<file path="src/lfi_pkg.sv">
// Behaviour
// - switch off relays keyboard characters unchanged
// - keystrobe forwarded with each relayed character
// - carriage return with switch on flags detect
// - carriage return still sent, line feed follows
// - ready falling after carriage return starts insertion
// - insertion drives line feed, blocks keyboard data
// - one strobe for line feed, detect cleared
// - next ready low ends insertion, resumes relay
// - receive side watches the shared character bus
// - received carriage return sets control if jumpered
// - first clear leading edge starts line feed
// - first clear trailing edge resets detect stage
// - receiver output disabled during line feed
// - line feed driven onto shared bus
// - option data-available held low during line feed
// - second clear ends line feed, restores receiver
// - no jumper disables receive insertion only
// - option data-available high until line feed ready
package lfi_pkg;

    localparam int        CHAR_W     = 7;      // seven-bit characters
    localparam logic [6:0] CODE_CR   = 7'h0d;
    localparam logic [6:0] CODE_LF   = 7'h0a;
    localparam int        FIFO_W     = 7;      // keyboard buffer width
    localparam int        FIFO_DEPTH = 8;      // keyboard buffer depth

    // transmit control, one-hot
    typedef enum logic [5:0] {
        TX_IDLE   = 6'h01,  // waiting for a character and ready
        TX_CHBUSY = 6'h02,  // plain character handed over
        TX_CRBUSY = 6'h04,  // carriage return handed over
        TX_CRWAIT = 6'h08,  // uart busy with carriage return
        TX_LFBUSY = 6'h10,  // line feed handed over
        TX_LFDONE = 6'h20   // uart busy with line feed
    } lfi_tx_e;

    // receive control, one-hot
    typedef enum logic [3:0] {
        RX_MON    = 4'h1,   // watching the bus
        RX_CRSEEN = 4'h2,   // carriage return caught
        RX_LFCLR  = 4'h4,   // line feed on, first clear still low
        RX_LFWAIT = 4'h8    // line feed on, waiting second clear
    } lfi_rx_e;

    // pins crossing into the clock domain
    typedef struct packed {
        logic [6:0] kbd_char;   // keyboard character
        logic       kbd_strobe; // keystrobe, high active
        logic       expand_sw;  // line feed expansion switch
        logic       ready_n;    // uart transmit ready, low active
        logic [6:0] rx_char;    // shared receive bus
        logic       avail_n;    // uart data available, low active
        logic       clear_n;    // clear data available, low active
        logic       jumper;     // receive insertion jumper
    } lfi_pins_s;

    // character and strobe toward the uart
    typedef struct packed {
        logic [6:0] code;       // outgoing character
        logic       strobe;     // one-cycle keystrobe
    } lfi_tx_s;

endpackage

</file>
<file path="src/lfi_line_feed.sv">
`timescale 1ns/100ps

// small synchronous fifo with valid/ready on both sides
module lfi_fifo
    import lfi_pkg::*;
#(
    parameter int W = 7,
    parameter int D = 8
) (
    // clock and reset
    input  wire logic         core_clk,
    input  wire logic         rst_n,
    // filling side
    input  wire logic         in_valid,
    output logic              in_ready,
    input  wire logic [W-1:0] in_data,
    // draining side
    output logic              out_valid,
    input  wire logic         out_ready,
    output logic [W-1:0]      out_data
);
    localparam int AW = $clog2(D);

    logic [W-1:0] mem_ff [D];   // storage words
    logic [AW:0]  wr_ff;        // write pointer with wrap bit
    logic [AW:0]  rd_ff;        // read pointer with wrap bit
    logic         push;         // word accepted
    logic         pop;          // word taken

    // full when pointers differ only in wrap bit
    assign in_ready  = (wr_ff != {~rd_ff[AW], rd_ff[AW-1:0]});
    assign out_valid = (wr_ff != rd_ff);
    assign out_data  = mem_ff[rd_ff[AW-1:0]];
    assign push      = in_valid && in_ready;
    assign pop       = out_valid && out_ready;

    // pointer update
    always_ff @(posedge core_clk or negedge rst_n) begin
        if (!rst_n) begin
            wr_ff <= '0;
            rd_ff <= '0;
        end else begin
            if (push) wr_ff <= wr_ff + 1'b1;
            if (pop) rd_ff <= rd_ff + 1'b1;
        end
    end

    // storage write, no reset needed
    always_ff @(posedge core_clk) begin
        if (push) mem_ff[wr_ff[AW-1:0]] <= in_data;
    end
endmodule

// carriage return to line feed inserter, both directions
module lfi_line_feed
    import lfi_pkg::*;
(
    // clock and reset
    input  wire logic       core_clk,
    input  wire logic       rst_n,
    // keyboard side
    input  wire logic [6:0] kbd_char,
    input  wire logic       kbd_strobe,
    output logic            kbd_ready,
    // front panel and jumper
    input  wire logic       crlf_expand_switch,
    input  wire logic       rx_insert_jumper,
    // toward the uart transmitter
    input  wire logic       tx_accept_ready_n,
    output lfi_tx_s         tx_out,
    output logic            inserted_strobe_out,
    output logic            kbd_cr_detect_n,
    // shared receive bus
    input  wire logic [6:0] rx_bus_in,
    output logic [6:0]      rx_bus_out,
    output logic            rx_bus_oe,
    // receive handshakes
    input  wire logic       rx_char_avail_n,
    input  wire logic       clear_char_avail_n,
    output logic            receiver_output_enable,
    output logic            option_char_avail_n,
    output logic            rx_cr_detect_n
);
    // synchroniser stages and edge history
    lfi_pins_s  pin_raw;        // raw pin bundle
    lfi_pins_s  sync1_ff;       // first stage, read by second only
    lfi_pins_s  sync2_ff;       // settled pins
    lfi_pins_s  last_ff;        // previous settled pins
    // transmit path
    lfi_tx_e    tx_ff;          // transmit control
    lfi_tx_e    nxt_tx;
    lfi_tx_s    txo_ff;         // registered uart outputs
    lfi_tx_s    nxt_txo;
    logic       stb_rise;       // keystrobe leading edge
    logic       rdy;            // uart ready, high true
    logic       fifo_valid;     // buffered key waiting
    logic       fifo_pop;       // key handed to uart
    logic [6:0] fifo_char;      // oldest buffered key
    logic       pop_is_cr;      // key is carriage return
    // receive path
    lfi_rx_e    rx_ff;          // receive control
    lfi_rx_e    nxt_rx;
    logic       clr_lead;       // clear leading edge
    logic       clr_trail;      // clear trailing edge
    logic       rx_cr_hit;      // qualified carriage return
    logic       rx_lf_on;       // receive line feed active

    // gather pins into one bundle
    assign pin_raw = '{kbd_char: kbd_char, kbd_strobe: kbd_strobe,
                       expand_sw: crlf_expand_switch,
                       ready_n: tx_accept_ready_n, rx_char: rx_bus_in,
                       avail_n: rx_char_avail_n,
                       clear_n: clear_char_avail_n,
                       jumper: rx_insert_jumper};

    // two-flop synchroniser plus history for edges
    always_ff @(posedge core_clk or negedge rst_n) begin
        if (!rst_n) begin
            sync1_ff <= '{ready_n: 1'b1, avail_n: 1'b1,
                          clear_n: 1'b1, default: '0};
            sync2_ff <= '{ready_n: 1'b1, avail_n: 1'b1,
                          clear_n: 1'b1, default: '0};
            last_ff  <= '{ready_n: 1'b1, avail_n: 1'b1,
                          clear_n: 1'b1, default: '0};
        end else begin
            sync1_ff <= pin_raw;
            sync2_ff <= sync1_ff;
            last_ff  <= sync2_ff;
        end
    end

    // edge and level decode on settled pins
    assign stb_rise  = sync2_ff.kbd_strobe && !last_ff.kbd_strobe;
    assign rdy       = !sync2_ff.ready_n;
    assign clr_lead  = !sync2_ff.clear_n && last_ff.clear_n;
    assign clr_trail = sync2_ff.clear_n && !last_ff.clear_n;

    // keyboard buffer, keyboard sees back-pressure via kbd_ready
    lfi_fifo #(
        .W (FIFO_W),
        .D (FIFO_DEPTH)
    ) u_kbd_fifo (
        .core_clk  (core_clk),
        .rst_n     (rst_n),
        .in_valid  (stb_rise),
        .in_ready  (kbd_ready),
        .in_data   (sync2_ff.kbd_char),
        .out_valid (fifo_valid),
        .out_ready (fifo_pop),
        .out_data  (fifo_char)
    );

    // take a key only when idle and uart ready
    assign fifo_pop  = (tx_ff == TX_IDLE) && fifo_valid && rdy;
    assign pop_is_cr = (fifo_char == CODE_CR);

    // transmit control next state and outputs
    always_comb begin
        nxt_tx  = tx_ff;
        nxt_txo = '{code: txo_ff.code, strobe: 1'b0};
        case (tx_ff)
            TX_IDLE: begin
                if (fifo_pop) begin
                    // relay key unchanged with a one-cycle strobe
                    nxt_txo = '{code: fifo_char, strobe: 1'b1};
                    if (pop_is_cr && sync2_ff.expand_sw) begin
                        nxt_tx = TX_CRBUSY;
                    end else begin
                        nxt_tx = TX_CHBUSY;
                    end
                end
            end
            TX_CHBUSY: begin
                // wait for uart to go busy
                if (!rdy) nxt_tx = TX_IDLE;
            end
            TX_CRBUSY: begin
                // uart holds ready_n high while busy
                if (!rdy) nxt_tx = TX_CRWAIT;
            end
            TX_CRWAIT: begin
                if (rdy) begin
                    // accepted: line feed with one strobe
                    nxt_tx  = TX_LFBUSY;
                    nxt_txo = '{code: CODE_LF, strobe: 1'b1};
                end
            end
            TX_LFBUSY: begin
                nxt_txo.code = CODE_LF;
                if (!rdy) nxt_tx = TX_LFDONE;
            end
            TX_LFDONE: begin
                nxt_txo.code = CODE_LF;
                // line feed taken, back to relay
                if (rdy) nxt_tx = TX_IDLE;
            end
            default: nxt_tx = TX_IDLE;
        endcase
    end

    // transmit registers
    always_ff @(posedge core_clk or negedge rst_n) begin
        if (!rst_n) begin
            tx_ff  <= TX_IDLE;
            txo_ff <= '0;
        end else begin
            tx_ff  <= nxt_tx;
            txo_ff <= nxt_txo;
        end
    end

    // transmit outputs; detect stage cleared on line feed entry
    assign tx_out              = txo_ff;
    assign inserted_strobe_out = txo_ff.strobe;
    assign kbd_cr_detect_n     = !(tx_ff == TX_CRBUSY ||
                                   tx_ff == TX_CRWAIT);

    // qualified receive carriage return
    assign rx_cr_hit = !sync2_ff.avail_n && sync2_ff.jumper &&
                       (sync2_ff.rx_char == CODE_CR);

    // receive control next state
    always_comb begin
        nxt_rx = rx_ff;
        case (rx_ff)
            RX_MON: begin
                if (rx_cr_hit) nxt_rx = RX_CRSEEN;
            end
            RX_CRSEEN: begin
                if (clr_lead) nxt_rx = RX_LFCLR;
            end
            RX_LFCLR: begin
                if (clr_trail) nxt_rx = RX_LFWAIT;
            end
            RX_LFWAIT: begin
                if (clr_lead) nxt_rx = RX_MON;
            end
            default: nxt_rx = RX_MON;
        endcase
    end

    // receive register
    always_ff @(posedge core_clk or negedge rst_n) begin
        if (!rst_n) begin
            rx_ff <= RX_MON;
        end else begin
            rx_ff <= nxt_rx;
        end
    end

    // receive outputs other than rx_cr_detect_n and the constant rx_bus_out follow line feed activity
    assign rx_lf_on               = (rx_ff == RX_LFCLR) ||
                                    (rx_ff == RX_LFWAIT);
    assign receiver_output_enable = !rx_lf_on;
    assign rx_bus_oe              = rx_lf_on;
    assign rx_bus_out             = CODE_LF;
    assign option_char_avail_n    = !rx_lf_on;
    assign rx_cr_detect_n         = !(rx_ff == RX_CRSEEN ||
                                      rx_ff == RX_LFCLR);
endmodule

</file>
<file path="config.mk">
export PLATFORM = sky130hd
export DESIGN_NAME = lfi_line_feed
export DESIGN_NICKNAME = d
export VERILOG_FILES = /design/src/lfi_pkg.sv /design/src/lfi_line_feed.sv
export SDC_FILE = /design/constraint.sdc
export NUM_CORES = 1
export LEC_CHECK = 0
export BUFFER_PORTS_ARGS = -buffer_cell sky130_fd_sc_hd__buf_2
export CAP_MARGIN = 0
export CELL_PAD_IN_SITES_DETAIL_PLACEMENT = 0
export CELL_PAD_IN_SITES_GLOBAL_PLACEMENT = 1
export CORE_MARGIN = 10
export CORE_UTILIZATION = 49
export CTS_BUF_LIST = sky130_fd_sc_hd__clkbuf_16
export CTS_CLUSTER_DIAMETER = 150
export DETAILED_ROUTE_END_ITERATION = 12
export GPL_TIMING_DRIVEN = 0
export PLACE_DENSITY_LB_ADDON = 0.25
export SLEW_MARGIN = 20
export SYNTH_ARGS = -nofsm -noshare
export SYNTH_HDL_FRONTEND = slang
export SYNTH_SLANG_ARGS = --single-unit
export TNS_END_PERCENT = 1
</file>
<file path="constraint.sdc">
create_clock -name core_clk -period 2.9 [get_ports core_clk]
set_input_delay 0.435 -clock core_clk [delete_from_list [all_inputs] [get_ports core_clk]]
set_output_delay 0.435 -clock core_clk [all_outputs]
set_load 0.01 [all_outputs]
</file>
After elaboration in Yosys (flattened, before gate mapping)
Memory sizes are Yosys's and may differ from the RTL's.
Cells that the tools add are included.
W data, S select, Z words.
{"block": "word_totals", "wordCells": 97, "ram_bits": 56, "inputBits": 22, "out_inout_bits": 22, "mem_count": 1, "register_bits": 68}
{"block": "classes", "bitwise_logic": 1, "reduce_logical": 26, "n_eq_ne": 24, "n_addsub": 2, "mux": 19}
{"name": "u_kbd_fifo.mem_ff", "depth": 8, "word_bits": 7, "read_ports": 1, "rd_clocked_by_memory_dff": 0, "write_ports": 1, "line_no": "lfi_line_feed.sv:24", "text": "logic [W-1:0] mem_ff [D];"}
{"op": "$mux W6", "count": 6}
{"op": "$pmux W6 S6", "count": 1}
{"op": "$pmux W7 S3", "count": 1}
{"op": "$ne A2 B2 Y1 const B", "count": 9}
{"op": "$mux W4", "count": 4}
{"op": "$mux W8", "count": 2}
{"op": "$pmux W4 S4", "count": 1}
{"op": "$eq A7 B4 Y1 const B", "count": 2}
{"op": "$logic_and A1 B1 Y1", "count": 10}
{"op": "$add A4 B1 Y4 const B", "count": 2}
{"op": "$logic_not A1 Y1", "count": 8}
{"op": "$ne A4 B4 Y1", "count": 2}
{"op": "$eq A6 B1 Y1 const B", "count": 1}
{"op": "$eq A6 B2 Y1 const B", "count": 1}
{"op": "$eq A6 B3 Y1 const B", "count": 1}
{"op": "$eq A6 B4 Y1 const B", "count": 1}
{"op": "$eq A6 B5 Y1 const B", "count": 1}
{"op": "$eq A6 B6 Y1 const B", "count": 1}
{"op": "$reduce_and A6 Y1", "count": 1}
{"op": "$eq A4 B1 Y1 const B", "count": 1}
{"op": "$eq A4 B2 Y1 const B", "count": 1}
{"op": "$eq A4 B3 Y1 const B", "count": 1}
{"op": "$eq A4 B4 Y1 const B", "count": 1}
{"op": "$reduce_and A4 Y1", "count": 1}
{"op": "other kinds (9)", "count": 12}

Depth between registers and ports, before layout
Gate-level depths: netlist of run 1.
An unclocked memory read counts as a cell.
{"block": "depth", "word_depth": 6, "mapped_depth": 7, "depth_no_buf": 5}

By module
From an unflattened synthesis of run 1, not the netlist that was laid out.
{"block": "unflattened", "cells_unflattened": 309, "area_unflattened_um2": 4983.5}
{"module": "lfi_fifo", "seq_area_each_um2": 1881.8, "instances": 1, "area_per_inst_um2": 2750.1, "cells_each": 139}
{"module": "lfi_line_feed", "seq_area_each_um2": 1512.7, "instances": 1, "area_per_inst_um2": 2233.4, "cells_each": 170}

Worst setup path before layout of run 1
OpenSTA, ideal clock, no wires.
{"block": "synth_timing", "path_type": "flip-flop to flip-flop", "start": "reg u_kbd_fifo.rd_ff[1]", "end": "mem u_kbd_fifo.mem_ff[0][0] (enable)", "period_less_slack_ps": 2249, "arrival_time_ps": 1869, "path_stages_with_launch": 7, "path_buffers": 1, "path_slack_ps": 651, "t_required_ps": 2520, "setup_ps": 380, "path_cell_list": "dfrtp_1 buf_2 xnor2_1 nand4_1 nand3b_1 or2_2 nor3_1"}
{"block": "synth_via", "elab_chain_len": 4}
{"item": "from (decl)", "line_no": "lfi_line_feed.sv:26", "text": "logic [AW:0] rd_ff;"}
{"item": "from (signal assigned)", "line_no": "lfi_line_feed.sv:44", "text": "if (pop) rd_ff <= rd_ff + 1'b1;"}
{"item": "$ne A4 B4 Y1", "line_no": "lfi_line_feed.sv:31", "text": "assign in_ready = (wr_ff != {~rd_ff[AW], rd_ff[AW-1:0]});"}
{"item": "via kbd_ready", "line_no": "lfi_line_feed.sv:64", "text": "output logic kbd_ready,"}
{"item": "$logic_and A1 B1 Y1", "line_no": "lfi_line_feed.sv:34", "text": "assign push = in_valid && in_ready;"}
{"item": "$mux W1", "line_no": "lfi_line_feed.sv:50", "text": "if (push) mem_ff[wr_ff[AW-1:0]] <= in_data;"}
{"item": "$mux W1 (not written as such)", "line_no": "lfi_line_feed.sv:50"}
{"item": "to (decl)", "line_no": "lfi_line_feed.sv:24"}
The timed path passes the listed nets, and every way through them passes these cells.

Final worst setup path of run 1
{"block": "layout_timing", "start": "reg u_kbd_fifo.rd_ff[1]", "end": "mem u_kbd_fifo.mem_ff[1][4] (enable)"}
{"block": "layout_via", "elab_chain_len": 4}
{"item": "$ne A4 B4 Y1", "line_no": "lfi_line_feed.sv:31"}
{"item": "$logic_and A1 B1 Y1", "line_no": "lfi_line_feed.sv:34"}
{"item": "$mux W1", "line_no": "lfi_line_feed.sv:50"}
{"item": "$mux W1 (not written as such)", "line_no": "lfi_line_feed.sv:50"}
Every way passes these cells.

==> impl_summary.txt, run 1 <==
----------------------------------------------------
[Outcome]
  Result of the run ... completed

[Pwr]
  Total power draw ... 5.62 mW
  Total power divided by cell area ... 978 nW/um^2
  Net switching fraction of the power ... 29.1%
  Worst voltage drop across the vdd grid ... between 0.0004 and 0.0005 V
  Net switching power of the design ... between 1.5 and 2 mW
  Portion of total power attributed to sequential cells ... 39.3%
  Gate power share ... 23.8%
  Leakage ... between 2 and 2.5 nW
  Design internal power ... 3.98 mW
  Clock network power share ... around 37%

[Drt]
  Via density per instance ... 5.19
  Average detailed-routed wire length per instance ... 16.6 um
  First drt pass iteration count ... 4
  Total number of vias ... 2596
  Number of nets with antenna violations after routing ... 0
  Iter 0 DRT Violations ... roughly 160
  Final wirelength ... ~8300 um
  Post-route DRC ... 0

[Placement]
  Number of buffers added on ports ... 36
  Post-placement worst setup slack ... 0.423 ns
  Half-perimeter wire length after detailed placement ... 5360 um
  Routability Congestion ... between 0.8 and 0.9

[Synthesis]
  Area share of the leading cell type in the synthesized netlist ... 35.4%
  Most common library cells after synthesis ... 59 x sky130_fd_sc_hd__dfrtp_1, 56 x sky130_fd_sc_hd__edfxtp_1, 19 x sky130_fd_sc_hd__nor2_1
  Largest area contributor in the netlist ... sky130_fd_sc_hd__edfxtp_1
  Count of yosys warnings during synthesis ... 0
  Flops & latches, synth ... about 120
  Most used flip-flop cell after synthesis ... sky130_fd_sc_hd__dfrtp_1
  Distinct cell type count after synthesis ... 45
  Post-synthesis area per instance ... 16.1 sq um
  Number of cells produced by synthesis ... 296
  Post-synth ARST share ... 54.8%
  Post-synth EDFFs ... 56
  Area of the mapped netlist ... 4760 sq um
  Dominant cells by area after synthesis ... sky130_fd_sc_hd__edfxtp_1 35%, sky130_fd_sc_hd__dfrtp_1 31%, sky130_fd_sc_hd__dfstp_2 5.0%, sky130_fd_sc_hd__mux4_2 3.8%, sky130_fd_sc_hd__mux4_1 3.3%
  Sequential cell area fraction in the yosys report ... 71.4%
  Most frequent cell after synthesis ... sky130_fd_sc_hd__dfrtp_1

[Critical path]
  Crit end category ... flop
  Cell with the largest stage delay on the worst path ... sky130_fd_sc_hd__nor2_1
  Reg2Reg Launch Point ... u_kbd_fifo.rd_ff[1]$_DFFE_PN0P_
  Maximum fanout along the worst path ... 8
  Buffers plus inverters on the worst setup path ... 1
  Critical path class ... reg -> reg
  Reg-to-Reg End ... u_kbd_fifo.mem_ff[1][4]$_DFFE_PP_
  Depth of the worst register-to-register path ... 6
  Arrival time at the worst endpoint ... roughly 2.5 ns
  Critical Path Stages ... 6
  Largest incremental delay on the critical path ... 0.62 ns
  Critical path origin ... u_kbd_fifo.rd_ff[1]$_DFFE_PN0P_
  End of the critical path ... u_kbd_fifo.mem_ff[1][4]$_DFFE_PP_
  Cell family with most CP delay ... simple AND/OR/NAND/NOR gates
  R2R Setup Slk ... 0.48 ns
  Cell breakdown of the critical path ... buf_2 -> xnor2_1 -> nand4_1 -> nand3b_1 -> or2_2 -> nor2_1
  Required time at the endpoint of the critical path ... 2.93 ns
  Critical Path Source Type ... flop

[STA]
  Ratio of final minimum period to clock period ... between 80% and 90%
  Setup TNS ... 0 ns
  FMAX ... a little over 0.4 GHz
  Relative slew slack ... about 43%
  Slew @ Worst Pin ... 0.849 ns
  Worst Slack Setup Final ... between 0.4 and 0.5 ns
  Number of max-slew violations in the final report ... 0
  RSZ-0062 raised after global routing ... false
  Time the final worst path needs with I/O delays and setup ... between 2 and 2.5 ns
  Count of endpoints failing hold in the final timing report ... 0
  Number of endpoints failing setup at the final stage ... 0
  Setup skew after layout ... 0.00823 ns

[CTS]
  Clock tree root buffer cell ... sky130_fd_sc_hd__clkbuf_16
  Clk Latency, worst-skew pair ... 0.40 ns
  Clock slew at the register clock pins of the worst setup and hold paths ... 0.06 ns
  TritonCTS clock tree ... done
  Total of cells resized after clock tree synthesis ... 0
  Number of sinks driven by the clock tree ... 124
  Level count of the clock H-tree ... 4
  TritonCTS Buffers ... 17
  Buffers from clock root to sink, at most ... 2

[Global route]
  Wire length of the first global-routing pass ... around 14000 um
  Largest net degree at the start of global routing ... 37
  Number of global-route vias before repair ... 2749
  Met1 GRT Util ... 15.6%
  Remaining Overflow, GRT ... 0
  Initial antenna violation count ... 0
  Grt met3 use ... between 4 and 5%
  Layer with the highest usage ... met2
  Global router's overall resource usage ... 12.5%
  Global routing usage on met2 ... 18.7%

[Floorplan]
  Std-Cell Core Area ... 9330 sq um
  Starting density of the core ... 51.0%
  Die span in x ... around 120 um
  Y dimension of the die ... 119 um
  Total number of placement rows ... 35
  Total Die Area ... 14000 sq um
  Total I/O pin count ... 44

[Finish]
  Fraction of final layout cells with drive strength greater than 1 ... 29.6%
  Layout Utilization ... 61.6%
  Number of antenna repair diodes ... 0
  Number of fill cells in the layout ... 682
  Number of nets in the finished design ... about 380
  Area growth from synthesis to layout ... 20.8%

[Worst hold path]
  Type of the worst min-delay path ... in -> reg

[Flow run]
  Total of max-cap violations ... 0

----------------------------------------------------
-- flip-flops by register name, summed over array words and instances (netlist names) --
register             count
inserted_strobe_out      1
last_ff                  2
rx_ff                    4
sync1_ff                20
sync2_ff                20
tx_ff                    6
tx_out                   7
u_kbd_fifo.mem_ff       56
u_kbd_fifo.rd_ff         4
u_kbd_fifo.wr_ff         4
-- what timing repair did --
action                                 CTS  global route
hold buffers                             1             0
endpoints found under the hold margin   19             0
buffers inserted                         0             0
-- cell type report --
cell class	instances	area [sq um]	area share, %
inverter	6	22.5	0.392
multi-input combinational	146	1220	21.2
tap	129	161	2.81
clock inverter	15	161	2.81
timing repair buffer	38	213	3.70
buffer	25	149	2.59
sequential	124	3390	59.1
clock buffer	17	425	7.40
-- worst min path at each step --
stage                      startpoint                             to  slack, ns  cells after the start
2_1_floorplan                   rst_n  inserted_strobe_out$_DFF_PN0_       0.14                      0
3_5_place_dp   sync1_ff[15]$_DFF_PN0_         sync2_ff[15]$_DFF_PN0_       0.33                      0
4_1_cts            clear_char_avail_n          sync1_ff[1]$_DFF_PN1_       0.10                      1
6_report           clear_char_avail_n          sync1_ff[1]$_DFF_PN1_       0.13                      1
5_1_grt            clear_char_avail_n          sync1_ff[1]$_DFF_PN1_       0.11                      1
3_3_place_gp   sync1_ff[14]$_DFF_PN0_         sync2_ff[14]$_DFF_PN0_       0.33                      0
-- worst reg2reg max path, cell delays in order, from the launching register on --
cell and delay (ns):
sky130_fd_sc_hd__dfrtp_1 0.37, sky130_fd_sc_hd__buf_2 0.19, sky130_fd_sc_hd__xnor2_1 0.16, sky130_fd_sc_hd__nand4_1 0.17, sky130_fd_sc_hd__nand3b_1 0.18, sky130_fd_sc_hd__or2_2 0.36
sky130_fd_sc_hd__nor2_1 0.62
-- per-stage QoR --
stage,cell area [sq um],hold slack (ns),instances
after floorplan,4770,0.139,301
after global placement,5120,0.332,466
after detailed placement,5150,0.335,467
after CTS,5750,0.105,500
after global routing,5750,0.107,500
final,5750,0.126,500
-- layout by cell type, fill, tap and decap left out, types with 9 or more instances in the layout --
cell / count
sky130_fd_sc_hd__edfxtp_1: 56
sky130_fd_sc_hd__clkbuf_16: 17
sky130_fd_sc_hd__nor2_1: 19
sky130_fd_sc_hd__buf_4: 12
sky130_fd_sc_hd__o21ai_0: 10
sky130_fd_sc_hd__dfstp_2: 9
sky130_fd_sc_hd__xnor2_1: 9
sky130_fd_sc_hd__dfrtp_1: 59
sky130_fd_sc_hd__buf_2: 38
-- power by group through the flow --
stage | Combinational [mW] | Clock [mW] | Sequential (mW)
floorplan | 0.964 | 0 | 2.24
global placement | 1.32 | 0 | 2.23
detailed placement | 1.34 | 0 | 2.24
CTS | 1.36 | 2.11 | 2.21
global route | 1.48 | 2.18 | 2.24
finish | 1.34 | 2.07 | 2.21
-- cell families (layout without fill, tap and decap cells) --
kind of cell | after synthesis | in the layout | synth area share [%]
simple gates | 67 | 67 | 7.89
flops | 124 | 124 | 71.4
fa+ha+maj | 2 | 2 | 0.526
xor+xnor | 15 | 15 | 2.76
other cells | 2 | 7 | 0.158
buf+inv | 31 | 101 | 3.60
compound gates | 32 | 32 | 4.60
mux | 23 | 23 | 9.08
-- routing by layer --
metal  wire length [um]  part of all wire (%)
met3                529                   6.4
met4                161                   1.9
met5                  0                     0
met2               3830                    46
met1               3780                    46
(Power assumes the default switching activity.)
==> inputs of run 2 (changes only) <==
- CORE_UTILIZATION: 49 -> 45
- clock period: 2.9 -> 1.95 ns (I/O delays scaled with it)
==> impl_summary.txt, run 2 (synthesis results as in run 1) <==
----------------------------------------------------
[Outcome]
  Result of the run ... finished with violations
  Failing checks ... negative setup slack

[CTS]
  TritonCTS clock tree ... done
  TritonCTS Buffers ... 17 (unchanged)
  Buffers from clock root to sink, at most ... 2 (unchanged)
  Level count of the clock H-tree ... 4 (unchanged)
  Clk Latency, worst-skew pair ... 0.41 ns (about the same)
  Clock slew at the register clock pins of the worst setup and hold paths ... 0.06 ns (about the same)
  Number of sinks driven by the clock tree ... 124 (unchanged)
  Clock tree root buffer cell ... sky130_fd_sc_hd__clkbuf_16

[Critical path]
  Reg-to-Reg End ... u_kbd_fifo.mem_ff[0][4]$_DFFE_PP_
  Maximum fanout along the worst path ... 7 (-1)
  Reg2Reg Launch Point ... u_kbd_fifo.wr_ff[0]$_DFFE_PN0P_
  Arrival time at the worst endpoint ... 2.16 ns (-0.29 ns)
  Buffers plus inverters on the worst setup path ... 2 (+1)
  Crit end category ... flop
  Cell with the largest stage delay on the worst path ... sky130_fd_sc_hd__dfrtp_1
  Cell breakdown of the critical path ... buf_8 -> xnor2_1 -> nand4_1 -> nand3b_1 -> or2_4 -> nor3_4 -> buf_12
  Depth of the worst register-to-register path ... 7 (+1)
  R2R Setup Slk ... -0.08 ns (-0.56 ns)
  Critical Path Source Type ... flop
  Required time at the endpoint of the critical path ... 2.07 ns (-0.86 ns)
  Critical path class ... reg -> reg
  Cell family with most CP delay ... simple AND/OR/NAND/NOR gates
  Largest incremental delay on the critical path ... 0.41 ns (-0.21 ns)

[Global route]
  Number of global-route vias before repair ... 2796 (+1.7%)
  Layer with the highest usage ... met2
  Wire length of the first global-routing pass ... 14100 um (+1.3%)
  Grt met3 use ... 5.00% (+0.24 points)
  Largest net degree at the start of global routing ... 60 (+62%)
  Global routing usage on met2 ... 18.7% (+0.036 points)
  Remaining Overflow, GRT ... 0 (unchanged)
  Initial antenna violation count ... 0 (unchanged)
  Global router's overall resource usage ... 12.2% (-0.29 points)
  Met1 GRT Util ... 15.2% (-0.32 points)

[Floorplan]
  Total Die Area ... 15100 sq um (+7.4%)
  Std-Cell Core Area ... 10300 sq um (+11%)
  Y dimension of the die ... 123 um (+3.6%)
  Starting density of the core ... 46.1% (-4.9 points)
  Die span in x ... 123 um (+3.6%)
  Total number of placement rows ... 37 (+5.7%)
  Total I/O pin count ... 44 (unchanged)

[Drt]
  Number of nets with antenna violations after routing ... 0 (unchanged)
  Final wirelength ... 8740 um (+5.4%)
  Via density per instance ... 4.93 (-5.0%)
  Average detailed-routed wire length per instance ... 16.0 um (-3.5%)
  First drt pass iteration count ... 4 (unchanged)
  Post-route DRC ... 0 (unchanged)
  Iter 0 DRT Violations ... 213 (+37%)
  Total number of vias ... 2694 (+3.8%)

[Flow run]
  Total of max-cap violations ... 0 (unchanged)

[STA]
  Worst Slack Setup Final ... -0.0835 ns (-0.560 ns)
  Setup skew after layout ... 0.00815 ns (-0.0000800 ns)
  Time the final worst path needs with I/O delays and setup ... 2.03 ns (-0.390 ns)
  Setup TNS ... -0.716 ns (-0.716 ns)
  Ratio of final minimum period to clock period ... 104% (+21 points)
  Number of endpoints failing setup at the final stage ... 10 (+10)
  RSZ-0062 raised after global routing ... true
  FMAX ... 0.492 GHz (+19%)
  Count of endpoints failing hold in the final timing report ... 0 (unchanged)
  Number of max-slew violations in the final report ... 0 (unchanged)

[Placement]
  Routability Congestion ... 0.819 (-2.0%)
  Half-perimeter wire length after detailed placement ... 5370 um (+0.12%)
  Number of buffers added on ports ... 36 (unchanged)

[Finish]
  Layout Utilization ... 60.7% (-0.86 points)
  Number of antenna repair diodes ... 0 (unchanged)
  Fraction of final layout cells with drive strength greater than 1 ... 38.5% (+8.9 points)
  Most frequent standard cell in the layout excluding fill and tap cells ... sky130_fd_sc_hd__dfrtp_1
  Largest register FFs ... 56 (unchanged)
  Area growth from synthesis to layout ... 31.8%
  Leading cell types in the layout, fill and taps excluded ... 57 x sky130_fd_sc_hd__dfrtp_1, 56 x sky130_fd_sc_hd__edfxtp_1, 37 x sky130_fd_sc_hd__buf_2, 28 x sky130_fd_sc_hd__buf_4, 21 x sky130_fd_sc_hd__dlygate4sd3_1
  Number of nets in the finished design ... 421 (+10%)

[Pwr]
  Worst voltage drop across the vdd grid ... 0.000928 V (+110%)
  Leakage ... 2.50 nW (+9.1%)
  Total power divided by cell area ... 1430 nW/um^2 (+46%)

[Worst hold path]
  Type of the worst min-delay path ... in -> async

----------------------------------------------------
## run 2: changes by cell type in the layout (fill, tap and decap cells not counted), sizes merged
cell | before | now
buf | 52 | 75
dlygate4sd3 | 1 | 21
clkbuf | 27 | 24
bufinv | 2 | 0
clkinv | 4 | 3
clkinvlp | 0 | 1
inv | 15 | 16
## run 2: cell type report
cell class / instances / area (sq um)
Fill cell: 781 / 4050
Clock buffer: 18 / 450
Multi-Input combinational cell: 146 / 1330
Tap cell: 136 / 170
Clock inverter: 14 / 121
Timing Repair Buffer: 79 / 598
Buffer: 23 / 184
Sequential cell: 124 / 3400
Inverter: 6 / 22.5
## run 2: power by group
group	switching [mW]	internal [mW]	total, mW
clock	1.24	1.75	2.98
sequential	0.205	3.11	3.32
combinational	1.31	1.37	2.68
## run 2: through the flow
step	worst slack [ns]	hold WS, ns	instance area (sq um)	power [mW]	cells
after floorplan	-0.101	-0.00309	4780	4.77	301
after global placement	-0.449	0.332	5130	5.28	473
after detailed placement	-0.565	0.137	5160	5.32	474
after CTS	-0.134	0.248	6100	8.62	532
after global routing	-0.200	0.278	6270	9.46	546
final	-0.0835	0.264	6270	8.98	546
## run 2: worst max-delay path by stage
stage | startpoint | end | depth (start not counted)
finish | u_kbd_fifo.wr_ff[0]$_DFFE_PN0P_ | u_kbd_fifo.mem_ff[0][4]$_DFFE_PP_ | 7
global route | u_kbd_fifo.rd_ff[0]$_DFFE_PN0P_ | tx_ff[1]$_DFFE_PN0P_ | 7
CTS | u_kbd_fifo.rd_ff[0]$_DFFE_PN0P_ | tx_ff[1]$_DFFE_PN0P_ | 7
detailed placement | u_kbd_fifo.rd_ff[1]$_DFFE_PN0P_ | u_kbd_fifo.mem_ff[2][2]$_DFFE_PP_ | 5
global placement | u_kbd_fifo.rd_ff[1]$_DFFE_PN0P_ | u_kbd_fifo.mem_ff[1][6]$_DFFE_PP_ | 6
floorplan | u_kbd_fifo.rd_ff[1]$_DFFE_PN0P_ | u_kbd_fifo.mem_ff[1][0]$_DFFE_PP_ | 6
## run 2: layer usage
layer / routed length, um / part of all wire, %
met5: 0 / 0
met4: 96 / 1.1
met3: 453 / 5.2
met2: 4150 / 47
met1: 4050 / 46
## run 2: what timing repair did
action,in CTS,in global routing
pin swaps,7,11
setup buffers,7,14
endpoints found under the hold margin,79,0
hold buffers,21,0
endpoints found under the setup margin,73,51
resized for setup,32,26
